[config.mk]
export PLATFORM = sky130hd
export DESIGN_NAME = ccdp_loader
export DESIGN_NICKNAME = d
export VERILOG_FILES = /design/src/core/ccdp_pkg.sv /design/src/core/ccdp_loader.sv /design/src/core/ccdp_fifo.sv
export SDC_FILE = /design/constraint.sdc
export NUM_CORES = 1
export LEC_CHECK = 0
export ABC_CLOCK_PERIOD_IN_PS = 6300
export CORE_MARGIN = 2
export CORE_UTILIZATION = 55
export CTS_CLUSTER_SIZE = 25
export DETAILED_ROUTE_END_ITERATION = 8
export DONT_BUFFER_PORTS = 1
export PLACE_DENSITY_LB_ADDON = 0.15
export SKIP_CTS_REPAIR_TIMING = 1
export SLEW_MARGIN = 0
export SYNTH_ARGS = -nofsm -noshare
export SYNTH_HDL_FRONTEND = slang
export SYNTH_SLANG_ARGS = --single-unit
[constraint.sdc]
create_clock -name sys_clk_in -period 6.3 [get_ports sys_clk_in]
set_input_delay 0 -clock sys_clk_in [delete_from_list [all_inputs] [get_ports sys_clk_in]]
set_output_delay 0 -clock sys_clk_in [all_outputs]
set_load 0.02 [all_outputs]
[src/core/ccdp_pkg.sv]
package ccdp_pkg;

  // configuration schemes
  typedef enum logic [1:0] {
    slave_serial_mode         = 2'h0,
    slave_parallel_mode       = 2'h1,
    self_driven_serial_mode   = 2'h2,
    self_driven_parallel_mode = 2'h3
  } ccdp_mode_t;

  // loader phases
  typedef enum logic [1:0] {
    ST_IDLE = 2'h0,
    ST_CMD  = 2'h1,
    ST_XFER = 2'h2,
    ST_USER = 2'h3
  } ccdp_state_t;

  // user drive request for one pin
  typedef struct packed {
    logic out;
    logic oe;
  } ccdp_pad_t;

  // timing of the self-driven clock
  localparam int SYS_CLK_MHZ  = 25;
  localparam int CLK_HALF_NS  = 160;
  localparam int CLK_HALF_CYC = (CLK_HALF_NS * SYS_CLK_MHZ + 999) / 1000;
  localparam int DIV_W        = 3;
  localparam logic [DIV_W-1:0] DIV_END = DIV_W'(CLK_HALF_CYC - 1);

  // flash read command: opcode then start address
  localparam logic [7:0]  READ_OP    = 8'h03;
  localparam logic [23:0] START_ADDR = 24'h00_0000;
  localparam logic [31:0] CMD_WORD   = {READ_OP, START_ADDR};
  localparam logic [4:0]  CMD_LAST   = 5'h1f;

  // data path
  localparam int          WORD_W     = 16;
  localparam int          FIFO_DEPTH = 4;
  localparam logic [2:0]  BIT_LAST   = 3'h7;
  localparam logic [7:0]  PAD_BYTE   = 8'h00;

endpackage : ccdp_pkg

[src/core/ccdp_loader.sv]
// Overview of operation
// - passive schemes: clock pin is input, data sampled on its rising edges
// - self serial scheme: device drives clock pin timing flash transfers
// - self parallel scheme: device drives clock pin timing the interface
// - self schemes after loading: clock driven inactive or released to user
// - passive schemes: clock pin never becomes a user pin
// - clock toggling after loading leaves loaded state unchanged
// - serial schemes: one bit per clock on lowest data line, as input
// - after self serial loading lowest data line stays dedicated input
// - after passive loading lowest data line follows dual-use setting
// - after self parallel loading lowest line is bidirectional, user controlled
// - self serial scheme: second line drives flash read command stream
// - other schemes using it: second line is a data input
// - after self serial loading second line stays dedicated output
// - slave serial scheme: second line tri-stated during loading
// - after slave parallel loading second line follows dual-use setting
// - self parallel scheme: data moves byte-wide or word-wide
// - after self parallel loading second line bidirectional, user controlled
`timescale 1ns/1ps
module ccdp_loader (
  input  wire logic                  sys_clk_in,             // 25 MHz clock
  input  wire logic                  sys_rst_in,             // async reset, high
  input  wire ccdp_pkg::ccdp_mode_t  mode_in,                // scheme, taken at start
  input  wire logic                  word_wide_in,           // 16-bit self parallel
  input  wire logic                  load_start_in,          // begin loading
  input  wire logic                  load_done_in,           // loading complete
  input  wire logic                  user_io_en_in,          // optional user control
  input  wire logic                  dual_use_user_in,       // dual-use pins to user
  input  wire ccdp_pkg::ccdp_pad_t   clk_user_in,            // user drive, clock pin
  input  wire ccdp_pkg::ccdp_pad_t   d0_user_in,             // user drive, line 0
  input  wire ccdp_pkg::ccdp_pad_t   d1_user_in,             // user drive, line 1
  input  wire logic                  config_clock_pin_in,    // clock pin level
  output logic                       config_clock_pin_out,   // clock pin drive
  output logic                       config_clock_pin_oe_out,// clock pin enable
  input  wire logic [15:0]           data_pin_in,            // data pin levels
  output logic                       data0_out,              // line 0 drive
  output logic                       data0_oe_out,           // line 0 enable
  output logic                       flash_command_out,      // line 1 drive
  output logic                       flash_command_oe_out,   // line 1 enable
  output logic                       d0_user_rd_out,         // line 0 to user
  output logic                       d1_user_rd_out,         // line 1 to user
  output logic [15:0]                cfg_word_out,           // loaded data word
  output logic                       cfg_valid_out,          // word available
  input  wire logic                  cfg_ready_in,           // consumer takes word
  output logic                       overflow_out,           // passive data lost
  output logic                       busy_out                // loading in progress
);

  typedef struct packed {
    ccdp_pkg::ccdp_state_t state;
    ccdp_pkg::ccdp_mode_t  mode;
    logic                  word;
    logic [2:0]            clk_s;
    logic                  clk_lvl;
    logic [15:0]           d_s1;
    logic [15:0]           d_s2;
    logic [15:0]           d_s3;
    logic [ccdp_pkg::DIV_W-1:0] div;
    logic                  clk_drv;
    logic [31:0]           cmd;
    logic [4:0]            cmd_cnt;
    logic                  d1_cmd;
    logic [7:0]            shift;
    logic [2:0]            bit_cnt;
    logic                  push_v;
    logic [15:0]           push_data;
    logic                  overflow;
    logic                  clk_o;
    logic                  clk_oe;
    logic                  d0_o;
    logic                  d0_oe;
    logic                  d1_o;
    logic                  d1_oe;
    logic                  d0_rd;
    logic                  d1_rd;
  } ccdp_st_t;

  ccdp_st_t r;
  ccdp_st_t next_r;
  logic     fifo_in_ready;
  logic     self_m;
  logic     serial_m;
  logic     cfg;
  logic     ext_rise;
  logic     self_rise;
  logic     n_self;
  logic     n_cfg;
  logic     n_usr;

  // scheme decode on the captured mode
  assign self_m   = (r.mode == ccdp_pkg::self_driven_serial_mode) ||
                    (r.mode == ccdp_pkg::self_driven_parallel_mode);
  assign serial_m = (r.mode == ccdp_pkg::self_driven_serial_mode) ||
                    (r.mode == ccdp_pkg::slave_serial_mode);
  assign cfg      = (r.state == ccdp_pkg::ST_CMD) || (r.state == ccdp_pkg::ST_XFER);

  // external edge once stages two and three agree on a new high
  assign ext_rise  = !self_m && (r.clk_s[1] == r.clk_s[2]) && r.clk_s[2] && !r.clk_lvl;
  // own clock rises only with room downstream
  assign self_rise = self_m && cfg && !load_done_in && (r.div == ccdp_pkg::DIV_END) &&
                     !r.clk_drv && fifo_in_ready && !r.push_v;

  // next-state logic
  always_comb begin
    next_r        = r;
    next_r.push_v = 1'b0;
    n_self        = 1'b0;
    n_cfg         = 1'b0;
    n_usr         = 1'b0;
    // pin synchronisers
    next_r.clk_s = {r.clk_s[1:0], config_clock_pin_in};
    next_r.d_s1  = data_pin_in;
    next_r.d_s2  = r.d_s1;
    next_r.d_s3  = r.d_s2;
    if (r.clk_s[1] == r.clk_s[2]) begin
      next_r.clk_lvl = r.clk_s[2];
    end
    case (r.state)
      ccdp_pkg::ST_IDLE: begin
        if (load_start_in) begin
          next_r.mode    = mode_in;
          next_r.word    = word_wide_in;
          next_r.div     = '0;
          next_r.clk_drv = 1'b0;
          next_r.bit_cnt = '0;
          next_r.cmd_cnt = '0;
          next_r.d1_cmd  = ccdp_pkg::CMD_WORD[31];
          next_r.cmd     = {ccdp_pkg::CMD_WORD[30:0], 1'b0};
          if (mode_in == ccdp_pkg::self_driven_serial_mode) begin
            next_r.state = ccdp_pkg::ST_CMD;
          end else begin
            next_r.state = ccdp_pkg::ST_XFER;
          end
        end
      end
      ccdp_pkg::ST_CMD, ccdp_pkg::ST_XFER: begin
        if (load_done_in) begin
          next_r.state = ccdp_pkg::ST_USER;
        end else begin
          // divider for the driven clock, held low on stall
          if (self_m) begin
            if (r.div != ccdp_pkg::DIV_END) begin
              next_r.div = r.div + 1'b1;
            end else if (r.clk_drv) begin
              next_r.div     = '0;
              next_r.clk_drv = 1'b0;
              if (r.state == ccdp_pkg::ST_CMD) begin
                next_r.d1_cmd = r.cmd[31];
                next_r.cmd    = {r.cmd[30:0], 1'b0};
              end
            end else if (self_rise) begin
              next_r.div     = '0;
              next_r.clk_drv = 1'b1;
            end
          end
          // command phase counts bits taken by the flash
          if (self_rise && (r.state == ccdp_pkg::ST_CMD)) begin
            next_r.cmd_cnt = r.cmd_cnt + 1'b1;
            if (r.cmd_cnt == ccdp_pkg::CMD_LAST) begin
              next_r.state = ccdp_pkg::ST_XFER;
            end
          end else if ((self_rise || ext_rise) && (r.state == ccdp_pkg::ST_XFER)) begin
            // capture on the rising edge
            if (serial_m) begin
              next_r.shift   = {r.d_s3[0], r.shift[7:1]};
              next_r.bit_cnt = r.bit_cnt + 1'b1;
              if (r.bit_cnt == ccdp_pkg::BIT_LAST) begin
                next_r.push_v    = 1'b1;
                next_r.push_data = {ccdp_pkg::PAD_BYTE, r.d_s3[0], r.shift[7:1]};
              end
            end else begin
              next_r.push_v = 1'b1;
              if (self_m && r.word) begin
                next_r.push_data = r.d_s3;
              end else begin
                next_r.push_data = {ccdp_pkg::PAD_BYTE, r.d_s3[7:0]};
              end
            end
          end
        end
      end
      ccdp_pkg::ST_USER: begin
        next_r.state = ccdp_pkg::ST_USER;
      end
      default: begin
        next_r.state = ccdp_pkg::ST_IDLE;
      end
    endcase
    // sticky loss flag, passive host cannot be stalled
    if (r.push_v && !fifo_in_ready) begin
      next_r.overflow = 1'b1;
    end
    // pin roles follow the next state
    n_self = (next_r.mode == ccdp_pkg::self_driven_serial_mode) ||
             (next_r.mode == ccdp_pkg::self_driven_parallel_mode);
    n_cfg  = (next_r.state == ccdp_pkg::ST_CMD) || (next_r.state == ccdp_pkg::ST_XFER);
    n_usr  = next_r.state == ccdp_pkg::ST_USER;
    next_r.clk_o  = 1'b0;
    next_r.clk_oe = 1'b0;
    next_r.d0_o   = 1'b0;
    next_r.d0_oe  = 1'b0;
    next_r.d1_o   = 1'b0;
    next_r.d1_oe  = 1'b0;
    // clock pin
    if (n_self && n_cfg) begin
      next_r.clk_o  = next_r.clk_drv;
      next_r.clk_oe = 1'b1;
    end else if (n_self && n_usr) begin
      if (user_io_en_in) begin
        next_r.clk_o  = clk_user_in.out;
        next_r.clk_oe = clk_user_in.oe;
      end else begin
        next_r.clk_oe = 1'b1;
      end
    end
    // data lines after loading, and line 1 during self serial loading
    if (n_usr) begin
      case (next_r.mode)
        ccdp_pkg::slave_serial_mode, ccdp_pkg::slave_parallel_mode: begin
          if (dual_use_user_in) begin
            next_r.d0_o  = d0_user_in.out;
            next_r.d0_oe = d0_user_in.oe;
            next_r.d1_o  = d1_user_in.out;
            next_r.d1_oe = d1_user_in.oe;
          end
        end
        ccdp_pkg::self_driven_serial_mode: begin
          next_r.d1_oe = 1'b1;
          next_r.d1_o  = user_io_en_in ? d1_user_in.out : 1'b1;
        end
        ccdp_pkg::self_driven_parallel_mode: begin
          if (user_io_en_in) begin
            next_r.d0_o  = d0_user_in.out;
            next_r.d0_oe = d0_user_in.oe;
            next_r.d1_o  = d1_user_in.out;
            next_r.d1_oe = d1_user_in.oe;
          end
        end
        default: begin
          next_r.d0_oe = 1'b0;
        end
      endcase
    end else if (n_cfg && (next_r.mode == ccdp_pkg::self_driven_serial_mode)) begin
      next_r.d1_o  = next_r.d1_cmd;
      next_r.d1_oe = 1'b1;
    end
    // line levels handed to user logic
    next_r.d0_rd = n_usr && r.d_s3[0];
    next_r.d1_rd = n_usr && r.d_s3[1];
  end

  // state register
  always_ff @(posedge sys_clk_in or posedge sys_rst_in) begin
    if (sys_rst_in) begin
      r <= '0;
    end else begin
      r <= next_r;
    end
  end

  // loaded words buffered toward the consumer
  ccdp_fifo #(
    .WIDTH (ccdp_pkg::WORD_W),
    .DEPTH (ccdp_pkg::FIFO_DEPTH)
  ) u_fifo (
    .sys_clk_in    (sys_clk_in),
    .sys_rst_in    (sys_rst_in),
    .in_valid_in   (r.push_v),
    .in_ready_out  (fifo_in_ready),
    .in_data_in    (r.push_data),
    .out_valid_out (cfg_valid_out),
    .out_ready_in  (cfg_ready_in),
    .out_data_out  (cfg_word_out)
  );

  // outputs from the state register
  assign config_clock_pin_out    = r.clk_o;
  assign config_clock_pin_oe_out = r.clk_oe;
  assign data0_out               = r.d0_o;
  assign data0_oe_out            = r.d0_oe;
  assign flash_command_out       = r.d1_o;
  assign flash_command_oe_out    = r.d1_oe;
  assign d0_user_rd_out          = r.d0_rd;
  assign d1_user_rd_out          = r.d1_rd;
  assign overflow_out            = r.overflow;
  assign busy_out                = cfg;
endmodule : ccdp_loader

[src/core/ccdp_fifo.sv]
`timescale 1ns/1ps
module ccdp_fifo #(
  parameter int WIDTH = 16,
  parameter int DEPTH = 4
) (
  input  wire logic             sys_clk_in,   // system clock
  input  wire logic             sys_rst_in,   // async reset, high
  input  wire logic             in_valid_in,  // write request
  output logic                  in_ready_out, // room for a word
  input  wire logic [WIDTH-1:0] in_data_in,   // write data
  output logic                  out_valid_out,// word available
  input  wire logic             out_ready_in, // reader takes word
  output logic [WIDTH-1:0]      out_data_out  // head word
);
  localparam int AW = $clog2(DEPTH);

  typedef struct packed {
    logic [DEPTH-1:0][WIDTH-1:0] mem;
    logic [AW-1:0]               wp;
    logic [AW-1:0]               rp;
    logic [AW:0]                 cnt;
  } ccdp_fifo_st_t;

  ccdp_fifo_st_t r;
  ccdp_fifo_st_t next_r;
  logic          wr;
  logic          rd;

  // honest flags from the fill count
  assign in_ready_out  = r.cnt != (AW+1)'(DEPTH);
  assign out_valid_out = r.cnt != '0;
  assign out_data_out  = r.mem[r.rp];
  assign wr = in_valid_in && in_ready_out;
  assign rd = out_valid_out && out_ready_in;

  // pointer and count update
  always_comb begin
    next_r = r;
    for (int i = 0; i < DEPTH; i++) begin
      if (wr && (r.wp == AW'(i))) begin
        next_r.mem[i] = in_data_in;
      end
    end
    if (wr) begin
      next_r.wp = r.wp + 1'b1;
    end
    if (rd) begin
      next_r.rp = r.rp + 1'b1;
    end
    if (wr && !rd) begin
      next_r.cnt = r.cnt + 1'b1;
    end else if (rd && !wr) begin
      next_r.cnt = r.cnt - 1'b1;
    end
  end

  // state register
  always_ff @(posedge sys_clk_in or posedge sys_rst_in) begin
    if (sys_rst_in) begin
      r <= '0;
    end else begin
      r <= next_r;
    end
  end

endmodule : ccdp_fifo

==> flow_summary.toml <==
[run_status]
status = "complete, no violations"

[drt]
dr_total_vias = 4837
dr.first_iter.drc_count = 243
ant_nets = 0
drt-total-wl_mm = 14.92
drc = 0
wl_per_cell_um = 17.26
viasPerCell = 5.598
drt_pass1_iterations = 4

[logic_synthesis]
synth.area.top_cells = "dfrtp_1 63%, mux2_2 8.9%, nand2_1 4.8%, mux4_2 4.4%, o21ai_0 2.7%"
yosys.cell_count.top_type = "dfrtp_1"
ys_ff_latch = 205
async_reset_ff_share_pct = 100.0
yosysWarnings = 0
synth_edf_count = 0
synth.largest_area_cell = "dfrtp_1"
syn_inst = 628
seq_area_frac_synth_pct = 62.51
synth_top_area_share_pct = 62.51
yosys-top-cells-count = "205 x dfrtp_1, 104 x nand2_1, 65 x mux2_2, 44 x o21ai_0, 22 x nor2_1"
syn_area_per_cell_um2 = 13.07
synth_flop_cell = "dfrtp_1"
netlist_area_um2 = 8207
synthDistinctLibCells = 57
syn_nets = 678

[clock_network]
clkTransAtPathRegs_ns = 0.06
cts_buffer_depth = 3
cts_sinks = 205
clock_latency_ns = 0.49
cts_root_buffer = "clkbuf_16"
h-tree-depth = 1
numCtsBuffers = 22
cts_tree = "yes"

[sta]
fin_worst_skew_ns = 0.008252
fmax_mhz = 247.5
hold_viol_final = 0
max_slew_margin_pct = 27.25
fin_tns_setup_ns = 0
slew_viol_final = 0
rsz0062_at_grt = "false"
period_share_pct = 64.13
fin_ws_ns = 2.260
tightest_slew_ns = 1.091
period_needed_ns = 4.040
setup_viol = 0

[grt]
grtUsageTotal_pct = 18.77
grt_pass1_vias = 4776
grt_max_degree = 137
gr-total-overflow = 0
antenna_found_initial = 0
grt_pass1_wl_mm = 24.40

[placed_design]
post-dp-hpwl_mm = 9.047
post-place-ws_ns = 2.891
placed_area_um2 = 8330
globalplace.congestion = 0.8402
numPortBuffers = 0

[floorplanning]
num_rows = 44
die_w_um = 126.2
ios = 60
start_util_pct = 56.47
die_h_um = 126.2
coreArea_um2 = 14530
die-area_um2 = 15910

[pwr]
vdd_ir_drop_max_uv = 303.4
powerDensity_nw_per_um2 = 376.6
p_leak_uw = 0.004484

[layout]
area_growth_pct = 15.32
design_area_um2 = 9464
n_antenna_cell = 0
drive_gt1_share_pct = 18.82
nets = 716

[min_path]
holdCritPathClass = "in2reg"

[critical_path]
crit_buf_inv = 2
required_ns = 6.72
worstSetupPathType = "reg2reg"
ff2ff_setup_slack_ns = 2.26
crit_fanout = 16
cp-start-kind = "flop"
max_stage_delay_ns = 0.71
worst_ep_arrival_time_ns = 4.46
cpMostUsedCell = "ha_1"
crit_path_end_kind = "flop"
slowest_stage = "ha_1"
cp_cell_sequence = "inv_1, ha_1, nand2b_1, nor4_1, a311o_1, a21oi_1, o21ai_0, ha_1, a21boi_0, and2_1, dlygate4sd3_1"
cp_top_family = "adder cells"

[flow_run]
drv_cap = 0
[worst reg2reg max path, cell delays in order, from the launching register on]
cell	delay (ns)
dfrtp_1	0.40
inv_1	0.12
ha_1	0.71
nand2b_1	0.31
nor4_1	0.53
a311o_1	0.24
a21oi_1	0.06
o21ai_0	0.25
ha_1	0.38
a21boi_0	0.25
and2_1	0.17
dlygate4sd3_1	0.56
[cell type report]
cell class,count,area (um2)
repair buffers,42,412.9
multi-input cells,385,2898
flip-flops and latches,205,5130
clock buffers,35,700.7
fillers,1061,5070
well taps,184,230.2
inverters,10,50.05
clock inverters,3,42.54
[layout by cell type, fill, tap and decap left out, types with 3 or more instances in the layout]
cell type      instances
a21oi_1                9
o21ai_0               44
nand2b_1               7
nor3_1                 3
xnor2_1                4
mux2_2                65
nand2_1              104
nand3_1               15
dfrtp_1              205
nor2b_1                5
and3_1                 3
mux2_1                 8
nor2_1                22
clkbuf_8               8
ha_1                  16
a221oi_1               7
dlygate4sd3_1         39
clkbuf_16             23
mux2i_1                5
a21o_1                 4
inv_1                  8
buf_4                  3
mux4_2                16
and2_1                 7
a211oi_1               3
clkbuf_1               4
[metrics by stage]
step                      hold slack (ns)  util (%)  cells  power, uW
final                            0.002926     65.12    864       3565
after CTS                         -0.4868     62.43    825       3524
after floorplan                   0.03143         -    628       2082
after detailed placement          0.03147     57.32    787       2235
after global placement            0.03148     57.32    787       2203
after global routing              0.04255     65.12    864       3768
[state kept, by name (all words and copies together) (netlist names)]
name	flops
config_clock_pin_oe_out	1
config_clock_pin_out	1
d0_user_rd_out	1
d1_user_rd_out	1
data0_oe_out	1
data0_out	1
flash_command_oe_out	1
flash_command_out	1
next_r	34
overflow_out	1
r	91
u_fifo.r	71
[power by group]
group / total [uW] / switching [uW] / leakage, uW / internal (uW)
Sequential: 1610 / 183 / 0.00271 / 1420
Clock: 1280 / 484 / 0.000364 / 798
Combinational: 677 / 384 / 0.00141 / 293
[final timing paths]
check | start | end | depth (start not counted)
setup / recovery | r[134] | data0_out | 11
hold / removal | load_start_in | r[131] | 2
setup reg to reg | r[134] | data0_out | 11
hold reg to reg | next_r[129] | next_r[130] | 0
max in group asynchronous | sys_rst_in | u_fifo.r[35] | 3
min in group asynchronous | sys_rst_in | next_r[110] | 2
[per-layer routing]
metal / GRT usage [%] / up-vias / share of wire (%)
met5: 0 / - / 0
li1: - / 2262 / -
met3: 3.866 / 18 / 3.8
met1: 26.80 / 2469 / 45
met4: 4.460 / 0 / 1.6
met2: 30.14 / 88 / 49
[kinds of logic (layout without fill, tap and decap cells)]
family | count (synthesis) | count (layout) | synth area share [%]
buf+inv | 38 | 90 | 2.241
compound gates | 83 | 83 | 6.205
simple gates | 183 | 183 | 10.41
fa+ha+maj | 18 | 18 | 2.805
flops | 205 | 205 | 62.51
xor+xnor | 6 | 6 | 0.6403
mux | 95 | 95 | 15.19
Note: power is estimated with default switching activity, not from simulation.
